## src/rtl/fcd_pkg.sv

```systemverilog
// shared constants and types of the flash command decoder
package fcd_pkg;
    localparam int ADDR_W  = 23;
    localparam int DATA_W  = 16;
    localparam int BLK_LSB = 17;
    localparam int BLK_W   = 6;
    localparam int NBLK    = 64;
    localparam int CNT_W   = 6;
    localparam logic [CNT_W-1:0] BUF_MAX = 6'h20;

    localparam logic [7:0] CMD_READ_ARRAY = 8'hff;
    localparam logic [7:0] CMD_STATUS     = 8'h70;
    localparam logic [7:0] CMD_CLEAR      = 8'h50;
    localparam logic [7:0] CMD_ID         = 8'h90;
    localparam logic [7:0] CMD_CFI        = 8'h98;
    localparam logic [7:0] CMD_WORD       = 8'h40;
    localparam logic [7:0] CMD_WORD_ALT   = 8'h10;
    localparam logic [7:0] CMD_BUF        = 8'he8;
    localparam logic [7:0] CMD_FFP        = 8'h80;
    localparam logic [7:0] CMD_ERASE      = 8'h20;
    localparam logic [7:0] CMD_SUSPEND    = 8'hb0;
    localparam logic [7:0] CMD_CONFIRM    = 8'hd0;
    localparam logic [7:0] CMD_SETUP60    = 8'h60;
    localparam logic [7:0] CMD_LOCK       = 8'h01;
    localparam logic [7:0] CMD_LOCKDOWN   = 8'h2f;
    localparam logic [7:0] CMD_SET_CFG    = 8'h03;
    localparam logic [7:0] CMD_PROT       = 8'hc0;

    localparam int SR_PROG_ERR  = 4;
    localparam int SR_ERASE_ERR = 5;
    localparam logic [16:0] ID_LOCK_OFS = 17'h0_0002;
    localparam logic [8:0]  ID_RCR_OFS  = 9'h005;
    localparam logic [DATA_W-1:0] RCR_RST = 16'hbfcf;
    localparam logic [NBLK-1:0] LOCK_RST = {NBLK{1'b1}};

    typedef enum logic [2:0] {
        FCD_RM_ARRAY, FCD_RM_STATUS, FCD_RM_ID, FCD_RM_CFI
    } fcd_rmode_t;

    typedef enum logic [3:0] {
        FCD_CS_IDLE, FCD_CS_WORD, FCD_CS_BUF_CNT, FCD_CS_BUF_DATA, FCD_CS_FFP_SET,
        FCD_CS_FFP_STREAM, FCD_CS_ERASE, FCD_CS_SETUP60, FCD_CS_PROT
    } fcd_cstate_t;

    // work handed to the internal_write_sequencer
    typedef enum logic [3:0] {
        FCD_OP_NONE, FCD_OP_WORD_PROG, FCD_OP_BUF_DATA, FCD_OP_BUF_PROG, FCD_OP_FFP_START,
        FCD_OP_FFP_DATA, FCD_OP_ERASE, FCD_OP_PROT_PROG, FCD_OP_SUSPEND, FCD_OP_RESUME
    } fcd_op_t;

    typedef enum logic [4:0] {
        FCD_H_RAW_WRITE, FCD_H_READ, FCD_H_READ_ARRAY, FCD_H_STATUS, FCD_H_CLEAR,
        FCD_H_ID, FCD_H_CFI, FCD_H_SUSPEND, FCD_H_RESUME, FCD_H_WORD, FCD_H_BUF,
        FCD_H_FFP, FCD_H_ERASE, FCD_H_LOCK, FCD_H_UNLOCK, FCD_H_LOCKDOWN, FCD_H_PROT,
        FCD_H_CONFIG
    } fcd_hop_t;
endpackage

```

## src/rtl/fcd_bus_if.sv

```systemverilog
// parallel flash bus between host controller and device front end
`timescale 1ns/10ps
`default_nettype none
interface fcd_bus_if;
    import fcd_pkg::*;
    logic              wr;
    logic              rd;
    logic              rst_n;
    logic [ADDR_W-1:0] addr;
    logic [DATA_W-1:0] wdata;
    logic [DATA_W-1:0] rdata;
    logic              rvalid;

    modport dev (
        input  wr,
        input  rd,
        input  rst_n,
        input  addr,
        input  wdata,
        output rdata,
        output rvalid
    );
    modport host (
        output wr,
        output rd,
        output rst_n,
        output addr,
        output wdata,
        input  rdata,
        input  rvalid
    );
endinterface
`default_nettype wire

```

## src/rtl/fcd_device.sv

```systemverilog
// device end: command_front_end of the flash, decodes bus writes
`timescale 1ns/10ps
`default_nettype none
module fcd_device
    import fcd_pkg::*;
(
    input  wire logic                  clk_i,
    input  wire logic                  rst_i,
    fcd_bus_if.dev                     bus,
    input  wire logic                  seq_busy_i,
    input  wire logic                  ffp_done_i,
    input  wire logic [7:0]            seq_status_i,
    input  wire logic [DATA_W-1:0]     array_data_i,
    input  wire logic [DATA_W-1:0]     id_data_i,
    input  wire logic [DATA_W-1:0]     cfi_data_i,
    output logic [ADDR_W-1:0]          rd_addr_o,
    output logic                       op_valid_o,
    output fcd_pkg::fcd_op_t           op_kind_o,
    output logic [ADDR_W-1:0]          op_addr_o,
    output logic [DATA_W-1:0]          op_data_o,
    output logic                       seq_abort_o,
    output logic [DATA_W-1:0]          rcr_o,
    output logic [NBLK-1:0]            locked_o,
    output logic [NBLK-1:0]            lockdown_o
);
    import fcd_pkg::*;

    typedef struct packed {
        fcd_cstate_t         st;
        fcd_rmode_t          mode;
        logic                perr;
        logic                eerr;
        logic [CNT_W-1:0]    cnt;
        logic [DATA_W-1:0]   rcr;
        logic [NBLK-1:0]     lk;
        logic [NBLK-1:0]     ld;
        logic                rd_pend;
        logic [ADDR_W-1:0]   rd_addr;
        logic [DATA_W-1:0]   rdata;
        logic                rvalid;
        logic                op_valid;
        fcd_op_t             op_kind;
        logic [ADDR_W-1:0]   op_addr;
        logic [DATA_W-1:0]   op_data;
        logic                abort;
    } fcd_dev_t;

    fcd_dev_t s_r;
    fcd_dev_t s_nxt;

    function automatic logic [BLK_W-1:0] blk_of(input logic [ADDR_W-1:0] a);
        return a[BLK_LSB +: BLK_W];
    endfunction

    logic [7:0]        cmd;
    logic [BLK_W-1:0]  wblk;
    logic [BLK_W-1:0]  rblk;
    logic              link_rst;

    assign cmd      = bus.wdata[7:0];
    assign wblk     = blk_of(bus.addr);
    assign rblk     = blk_of(s_r.rd_addr);
    // the reset pin aborts any running operation
    assign link_rst = ~bus.rst_n;

    always_comb begin
        s_nxt          = s_r;
        s_nxt.rvalid   = 1'b0;
        s_nxt.op_valid = 1'b0;
        s_nxt.op_kind  = FCD_OP_NONE;
        s_nxt.rd_pend  = 1'b0;
        s_nxt.abort    = 1'b0;

        // user data answers rd_addr_o one cycle after capture
        if (s_r.rd_pend) begin
            s_nxt.rvalid = 1'b1;
            unique case (s_r.mode)
                FCD_RM_ARRAY: s_nxt.rdata = array_data_i;
                FCD_RM_STATUS: begin
                    s_nxt.rdata = {8'h00, seq_status_i[7:6], s_r.eerr, s_r.perr, seq_status_i[3:0]};
                end
                FCD_RM_ID: begin
                    if (s_r.rd_addr[16:0] == ID_LOCK_OFS) begin
                        s_nxt.rdata = {14'h0000, s_r.ld[rblk], s_r.lk[rblk]};
                    end else if (s_r.rd_addr[8:0] == ID_RCR_OFS) begin
                        s_nxt.rdata = s_r.rcr;
                    end else begin
                        s_nxt.rdata = id_data_i;
                    end
                end
                FCD_RM_CFI: s_nxt.rdata = cfi_data_i;
                default: s_nxt.rdata = array_data_i;
            endcase
        end
        if (bus.rd) begin
            s_nxt.rd_pend = 1'b1;
            s_nxt.rd_addr = bus.addr;
        end

        // fast factory streaming ends on the sequencer's word, not a command
        if (s_r.st == FCD_CS_FFP_STREAM && ffp_done_i) begin
            s_nxt.st = FCD_CS_IDLE;
        end

        if (bus.wr) begin
            s_nxt.op_addr = bus.addr;
            s_nxt.op_data = bus.wdata;
            // second cycle evaluated: pending setup drops unless a buffer sequence or the stream keeps it
            s_nxt.st = FCD_CS_IDLE;
            unique case (s_r.st)
                FCD_CS_IDLE: begin
                    if (seq_busy_i && cmd != CMD_STATUS && cmd != CMD_SUSPEND) begin
                        s_nxt.st = FCD_CS_IDLE;
                    end else begin
                        case (cmd)
                            CMD_READ_ARRAY: s_nxt.mode = FCD_RM_ARRAY;
                            CMD_STATUS:     s_nxt.mode = FCD_RM_STATUS;
                            CMD_ID:         s_nxt.mode = FCD_RM_ID;
                            CMD_CFI:        s_nxt.mode = FCD_RM_CFI;
                            CMD_CLEAR: begin
                                s_nxt.perr = 1'b0;
                                s_nxt.eerr = 1'b0;
                            end
                            CMD_SUSPEND: begin
                                s_nxt.op_valid = 1'b1;
                                s_nxt.op_kind  = FCD_OP_SUSPEND;
                            end
                            CMD_CONFIRM: begin
                                s_nxt.op_valid = 1'b1;
                                s_nxt.op_kind  = FCD_OP_RESUME;
                            end
                            CMD_WORD, CMD_WORD_ALT: s_nxt.st = FCD_CS_WORD;
                            CMD_BUF:     s_nxt.st = FCD_CS_BUF_CNT;
                            CMD_FFP:     s_nxt.st = FCD_CS_FFP_SET;
                            CMD_ERASE:   s_nxt.st = FCD_CS_ERASE;
                            CMD_SETUP60: s_nxt.st = FCD_CS_SETUP60;
                            CMD_PROT:    s_nxt.st = FCD_CS_PROT;
                            default:     s_nxt.st = FCD_CS_IDLE;
                        endcase
                    end
                end
                FCD_CS_WORD: begin
                    s_nxt.op_valid = 1'b1;
                    s_nxt.op_kind  = FCD_OP_WORD_PROG;
                    s_nxt.mode     = FCD_RM_STATUS;
                end
                FCD_CS_BUF_CNT: begin
                    if (bus.wdata > DATA_W'(BUF_MAX - 6'h01)) begin
                        s_nxt.perr = 1'b1;
                        s_nxt.eerr = 1'b1;
                        s_nxt.mode = FCD_RM_STATUS;
                    end else begin
                        s_nxt.cnt = bus.wdata[CNT_W-1:0] + 6'h01;
                        s_nxt.st  = FCD_CS_BUF_DATA;
                    end
                end
                FCD_CS_BUF_DATA: begin
                    if (s_r.cnt != '0) begin
                        s_nxt.cnt      = s_r.cnt - 6'h01;
                        s_nxt.st       = FCD_CS_BUF_DATA;
                        s_nxt.op_valid = 1'b1;
                        s_nxt.op_kind  = FCD_OP_BUF_DATA;
                    end else if (cmd == CMD_CONFIRM) begin
                        s_nxt.op_valid = 1'b1;
                        s_nxt.op_kind  = FCD_OP_BUF_PROG;
                        s_nxt.mode     = FCD_RM_STATUS;
                    end else begin
                        s_nxt.perr = 1'b1;
                        s_nxt.eerr = 1'b1;
                        s_nxt.mode = FCD_RM_STATUS;
                    end
                end
                FCD_CS_FFP_SET: begin
                    if (cmd == CMD_CONFIRM) begin
                        s_nxt.op_valid = 1'b1;
                        s_nxt.op_kind  = FCD_OP_FFP_START;
                        s_nxt.st       = FCD_CS_FFP_STREAM;
                    end else begin
                        s_nxt.perr = 1'b1;
                        s_nxt.eerr = 1'b1;
                        s_nxt.mode = FCD_RM_STATUS;
                    end
                end
                FCD_CS_FFP_STREAM: begin
                    // every write is stream data unless ffp_done_i comes in the same cycle; commands are ignored here
                    s_nxt.op_valid = ~ffp_done_i;
                    s_nxt.op_kind  = ffp_done_i ? FCD_OP_NONE : FCD_OP_FFP_DATA;
                    s_nxt.st       = ffp_done_i ? FCD_CS_IDLE : FCD_CS_FFP_STREAM;
                end
                FCD_CS_ERASE: begin
                    if (cmd == CMD_CONFIRM) begin
                        s_nxt.op_valid = 1'b1;
                        s_nxt.op_kind  = FCD_OP_ERASE;
                    end else begin
                        s_nxt.perr = 1'b1;
                        s_nxt.eerr = 1'b1;
                    end
                    s_nxt.mode = FCD_RM_STATUS;
                end
                FCD_CS_SETUP60: begin
                    case (cmd)
                        CMD_LOCK: s_nxt.lk[wblk] = 1'b1;
                        CMD_CONFIRM: begin
                            if (!s_r.ld[wblk]) begin
                                s_nxt.lk[wblk] = 1'b0;
                            end
                        end
                        CMD_LOCKDOWN: begin
                            s_nxt.lk[wblk] = 1'b1;
                            s_nxt.ld[wblk] = 1'b1;
                        end
                        CMD_SET_CFG: begin
                            s_nxt.rcr  = bus.addr[DATA_W-1:0];
                            s_nxt.mode = FCD_RM_ARRAY;
                        end
                        default: begin
                            s_nxt.perr = 1'b1;
                            s_nxt.eerr = 1'b1;
                            s_nxt.mode = FCD_RM_STATUS;
                        end
                    endcase
                end
                FCD_CS_PROT: begin
                    s_nxt.op_valid = 1'b1;
                    s_nxt.op_kind  = FCD_OP_PROT_PROG;
                    s_nxt.mode     = FCD_RM_STATUS;
                end
                default: s_nxt.st = FCD_CS_IDLE;
            endcase
        end
    end

    always_ff @(posedge clk_i) begin
        if (rst_i || link_rst) begin
            s_r          <= '0;
            s_r.st       <= FCD_CS_IDLE;
            s_r.mode     <= FCD_RM_ARRAY;
            s_r.op_kind  <= FCD_OP_NONE;
            s_r.rcr      <= RCR_RST;
            s_r.lk       <= LOCK_RST;
            s_r.abort    <= link_rst;
        end else begin
            s_r <= s_nxt;
        end
    end

    assign bus.rdata  = s_r.rdata;
    assign bus.rvalid = s_r.rvalid;
    assign rd_addr_o  = s_r.rd_addr;
    assign op_valid_o = s_r.op_valid;
    assign op_kind_o  = s_r.op_kind;
    assign op_addr_o  = s_r.op_addr;
    assign op_data_o  = s_r.op_data;
    assign seq_abort_o = s_r.abort;
    assign rcr_o      = s_r.rcr;
    assign locked_o   = s_r.lk;
    assign lockdown_o = s_r.ld;
endmodule
`default_nettype wire

```

## src/flat_wrapper.sv

```systemverilog
// flat-port wrapper written by rule: the top's interface ports become plain ports
module fcd_device_flat import fcd_pkg::*;
  (clk_i, rst_i, seq_busy_i, ffp_done_i, seq_status_i, array_data_i, id_data_i, cfi_data_i, rd_addr_o, op_valid_o, op_kind_o, op_addr_o, op_data_o, seq_abort_o, rcr_o, locked_o, lockdown_o, bus_wr, bus_rd, bus_rst_n, bus_addr, bus_wdata, bus_rdata, bus_rvalid);
  fcd_bus_if bus_i ();
  input  wire logic clk_i;
  input  wire logic rst_i;
  input  wire logic seq_busy_i;
  input  wire logic ffp_done_i;
  input  wire logic [7:0] seq_status_i;
  input  wire logic [DATA_W-1:0] array_data_i;
  input  wire logic [DATA_W-1:0] id_data_i;
  input  wire logic [DATA_W-1:0] cfi_data_i;
  output logic [ADDR_W-1:0] rd_addr_o;
  output logic op_valid_o;
  output fcd_pkg::fcd_op_t op_kind_o;
  output logic [ADDR_W-1:0] op_addr_o;
  output logic [DATA_W-1:0] op_data_o;
  output logic seq_abort_o;
  output logic [DATA_W-1:0] rcr_o;
  output logic [NBLK-1:0] locked_o;
  output logic [NBLK-1:0] lockdown_o;
  input wire logic [$bits(bus_i.wr)-1:0] bus_wr;
  input wire logic [$bits(bus_i.rd)-1:0] bus_rd;
  input wire logic [$bits(bus_i.rst_n)-1:0] bus_rst_n;
  input wire logic [$bits(bus_i.addr)-1:0] bus_addr;
  input wire logic [$bits(bus_i.wdata)-1:0] bus_wdata;
  output wire logic [$bits(bus_i.rdata)-1:0] bus_rdata;
  output wire logic [$bits(bus_i.rvalid)-1:0] bus_rvalid;
  assign bus_i.wr = bus_wr;
  assign bus_i.rd = bus_rd;
  assign bus_i.rst_n = bus_rst_n;
  assign bus_i.addr = bus_addr;
  assign bus_i.wdata = bus_wdata;
  assign bus_rdata = bus_i.rdata;
  assign bus_rvalid = bus_i.rvalid;
  fcd_device u_core (.clk_i(clk_i), .rst_i(rst_i), .bus(bus_i), .seq_busy_i(seq_busy_i), .ffp_done_i(ffp_done_i), .seq_status_i(seq_status_i), .array_data_i(array_data_i), .id_data_i(id_data_i), .cfi_data_i(cfi_data_i), .rd_addr_o(rd_addr_o), .op_valid_o(op_valid_o), .op_kind_o(op_kind_o), .op_addr_o(op_addr_o), .op_data_o(op_data_o), .seq_abort_o(seq_abort_o), .rcr_o(rcr_o), .locked_o(locked_o), .lockdown_o(lockdown_o));
endmodule
```

## config.mk

```make
export PLATFORM = sky130hd
export DESIGN_NAME = fcd_device_flat
export DESIGN_NICKNAME = d
export VERILOG_FILES = /design/src/rtl/fcd_pkg.sv /design/src/rtl/fcd_bus_if.sv /design/src/rtl/fcd_device.sv /design/src/flat_wrapper.sv
export SDC_FILE = /design/constraint.sdc
export NUM_CORES = 1
export LEC_CHECK = 0
export ABC_CLOCK_PERIOD_IN_PS = 2500
export BUFFER_PORTS_ARGS = -buffer_cell sky130_fd_sc_hd__buf_4
export CORE_MARGIN = 5
export CORE_UTILIZATION = 40
export CTS_BUF_LIST = sky130_fd_sc_hd__clkbuf_16
export DETAILED_ROUTE_END_ITERATION = 6
export PLACE_DENSITY = 0.75
export SYNTH_ARGS = -nofsm -noshare
export SYNTH_HDL_FRONTEND = slang
export SYNTH_SLANG_ARGS = --single-unit
```

## constraint.sdc

```tcl
create_clock -name clk_i -period 2.5 [get_ports clk_i]
set_input_delay 0.625 -clock clk_i [delete_from_list [all_inputs] [get_ports clk_i]]
set_output_delay 0.625 -clock clk_i [all_outputs]
set_load 0.005 [all_outputs]
```

==> summary.md <==
| Metric | Value |
|---|---|
| Run status | `finished with violations` |
| Violations in the final reports | `setup timing` |
| RSZ-0062 raised after global routing | `true` |
| Maximum clock rate | `391.0 MHz` |
| Vias in the first global route | `12,428` |
| Share of total power in the clock network | `0.438` |
| Sequential Power Share | `0.461` |
| Number of cells on the worst reg-to-reg path | `6` |
| Tot GR Track Use | `0.2486` |
| Iter 0 DRT Violations | `1,362` |
| Dominant synthesized flop cell | `dfxtp_1` |
| # diodes | `0` |
| Setup total negative slack | `-0.1739 ns` |
| Post-Syn Nets | `1,771` |
| Initial standard-cell utilization of the core | `0.4038` |
| Detail-routed via count per cell | `5.706` |
| CTS HTree Levels | `1` |
| Core utilization of the finished layout | `0.4840` |
| Total of warnings raised by yosys | `0` |
| Number of I/O port buffers | `328` |
| Tcrit/Tclk final | `1.023` |
| Final count of hold timing violations | `0` |
| Worst Tran Pin Value | `0.9740 ns` |
| Crit path buf inv count | `0` |
| Total instance count after detailed placement | `2,236` |
| Most Frequent Cell on Critical Path | `nor2_1` |
| Max-cap viol count | `0` |
| Count of vias placed by the detailed router | `13,033` |
| Area of all placed cells without fillers | `16,640 sq um` |
| Final max-slew violation count | `0` |
| Post-synth top area share | `0.3519` |
| Worst R2R End | `u_core.lockdown_o[22]$_SDFFE_PP0P_` |
| Worst path cell trace | `and4b_1, and2_1, nand4_1, nor2_1, a21oi_1, nor2_1` |
| CP Data Required Time | `2.99 ns` |
| Half-perimeter wire length of the detailed placement result | `38,880 um` |
| Met2 GRT Util | `0.4284` |
| Maximum number of pins on one net before global-route repair | `72` |
| Data arrival time of the worst path | `3.04 ns` |
| Crit path time final | `2.557 ns` |
| Max-slew headroom at the worst pin | `0.3483` |
| Floorplan die height | `196.3 um` |
| Delay of the slowest cell on the worst path | `0.83 ns` |
| Most common cell in the synthesized netlist | `dfxtp_1` |
| Worst R2R Setup Slack | `-0.06 ns` |
| Clock tree buffer depth | `3` |
| Cell-internal power | `6.383 mW` |
| FF-to-FF Start | `u_core.s_r[241]$_SDFFE_PP0P_` |
| Wire length of the first global-routing pass | `76,250 um` |
| Maximum ir drop on the vdd rail | `0.4591 mV` |
| Die outline area | `38,520 sq um` |
| Share of synthesized registers carrying an async set or reset | `0` |
| Antenna violations before repair | `0` |
| Power per cell area | `516.2 nW/um^2` |
| Worst-case hold slack | `0.3084 ns` |
| Synth cell count leaders | `dfxtp_1 (244), buf_4 (230), nor2_1 (214)` |
| Clock latency of the later-clocked register in the worst-skew pair | `0.55 ns` |
| CTS tree | `yes` |
| Final standard cell count with taps included and fillers excluded | `2,284` |
| Relative area change from synthesis to final layout | `19.87%` |
| Router iterations before antenna repair | `5` |
| Worst Setup Start Kind | `flop` |
| Number of standard-cell rows in the floorplan | `68` |
| Antenna Violating Nets Remaining | `0` |
| Clock transition at path regs | `0.07 ns` |
| Min-Delay Path Class | `in2reg` |
| Met3 Use GR | `0.05204` |
| Fraction of power consumed by combinational cells | `0.101` |
| Number of register bits inferred by synthesis | `244` |
| Worst Setup Path Type | `reg2reg` |
| CTS hold repair buffers | `0` |
| Sw Ratio | `0.2568` |
| Fraction of layout instances using a drive strength above 1 | `0.3002` |
| Peak fanout along the critical path | `10` |
| Net switching component of the power | `2.205 mW` |
| Net count reported at finish | `1,917` |
| Total standard cell area after synthesis | `13,880 sq um` |
| Global placer's final weighted congestion | `0.9703` |
| Grt ovf | `0` |
| Root buffer selected by CTS | `clkbuf_16` |
| CP Capture Type | `flop` |
| Library cell with the largest summed area after synthesis | `dfxtp_1` |
| Logic depth of the worst path, buffers included | `6` |
| Most used routing layer in global routing | `met2` |
| DR DRC count | `0` |
| Final setup violating endpoints | `8` |
| Placeable Area | `34,370 sq um` |
| Post-synthesis sequential area ratio | `0.3519` |
| Met1 track utilization from global routing | `0.3154` |
| Chip width | `196.3 um` |
| Clock Skew | `0.03207 ns` |
| Avg Inst Size Synth | `8.341 sq um` |
| Number of enable-type register cells in the synthesized netlist | `0` |
| Number of buffers inserted during clock tree synthesis | `27` |
| Total power draw | `8.588 mW` |
| Post-detailed-routing wire length | `51,100 um` |
| Average detailed-routed wire length per instance | `22.37 um` |
| Ranking of synthesized cells by area | `dfxtp_1 (35%), buf_4 (12%), mux2i_1 (9.7%)` |
| Library cells used by synthesis | `72` |
| Leakage dissipation | `6.820 nW` |
| Cell class contributing the biggest share of worst-path delay | `simple AND/OR/NAND/NOR gates` |
| Worst setup margin | `-0.05737 ns` |
| Placement Cell Area | `15,810 sq um` |
| Slowest stage cell on the critical path | `nor2_1` |
| Synthesized instance count | `1,664` |
| Number of top-level pins | `331` |
| Place WS | `-0.3054 ns` |
| Clock sink count | `244` |
| Critical path launch point | `u_core.s_r[241]$_SDFFE_PP0P_` |
| CP endpoint | `u_core.lockdown_o[22]$_SDFFE_PP0P_` |
## logic make-up after synthesis
logic type,count (synthesis),share of synthesized area
DFF,244,0.3519
buffers and inverters,367,0.1668
AOI/OAI and AO/OA,359,0.1624
muxes,154,0.1242
and+or+nand+nor,529,0.1864
xor gates and xnor gates,6,0.003786
adders and majority gates,5,0.004507
## cell usage in the layout (no fill, tap or decap), types with 7 or more instances in the layout
cell,Yosys,final
buf_4,230,455
a21oi_1,147,147
clkbuf_16,0,27
o211ai_1,16,16
nand2_1,89,89
dfxtp_1,244,242
a31oi_1,13,13
nand3_1,47,47
nor2b_1,17,17
a22oi_1,25,25
and2_1,12,12
buf_12,0,8
o21ai_0,50,50
mux4_2,14,14
nor4_1,52,52
and3_1,7,7
nand3b_1,12,12
nor3_1,16,16
mux2i_1,134,134
inv_1,21,26
nor2_1,214,207
nand2b_1,19,18
a211oi_1,55,55
## worst min path at each step
stage	from	to	cells past startpoint
final	bus_rst_n	u_core.seq_abort_o$_SDFF_PN0_	2
after global routing	bus_rst_n	u_core.seq_abort_o$_SDFF_PN0_	2
after CTS	bus_rst_n	u_core.seq_abort_o$_SDFF_PN0_	2
after detailed placement	u_core.bus.rdata[8]$_SDFFE_PP0P_	u_core.bus.rdata[8]$_SDFFE_PP0P_	1
after global placement	u_core.s_r[235]$_SDFFE_PP0P_	u_core.s_r[235]$_SDFFE_PP0P_	2
after floorplan	u_core.s_r[236]$_SDFFE_PP0P_	u_core.s_r[236]$_SDFFE_PP0P_	2
## layout make-up
class,count,area [sq um]
clock buffer,27,675.6
clock inverter,21,140.1
fill,3245,17740
inverter,21,78.83
multi-input combinational,1053,6710
sequential,244,4887
tap,455,569.3
timing repair buffer,463,3576
## what timing repair did
action	4_1_cts	5_1_grt
gates resized for setup	1	5
endpoints found under the setup margin	1	44
buffers inserted	0	0
## worst register-to-register path, stage by stage (launching register included)
cell     delay (ns)
dfxtp_1        0.56
and4b_1        0.35
and2_1         0.18
nand4_1        0.27
nor2_1         0.83
a21oi_1        0.16
nor2_1         0.13
## layer usage
metal / vias to the layer above / part of all wire
li1: 5991 / -
met1: 6182 / 0.39
met2: 752 / 0.48
met3: 108 / 0.096
met4: 0 / 0.031
met5: - / 0
## power by group through the flow
stage	clock network [mW]	logic, mW	registers (mW)
5_1_grt	3.98	0.918	3.96
2_1_floorplan	0	0.467	4.03
4_1_cts	3.81	0.856	3.96
6_report	3.76	0.867	3.96
3_5_place_dp	0	0.852	4.05
3_3_place_gp	0	0.844	4.04
No activity file was read; power rests on OpenSTA's default activity.
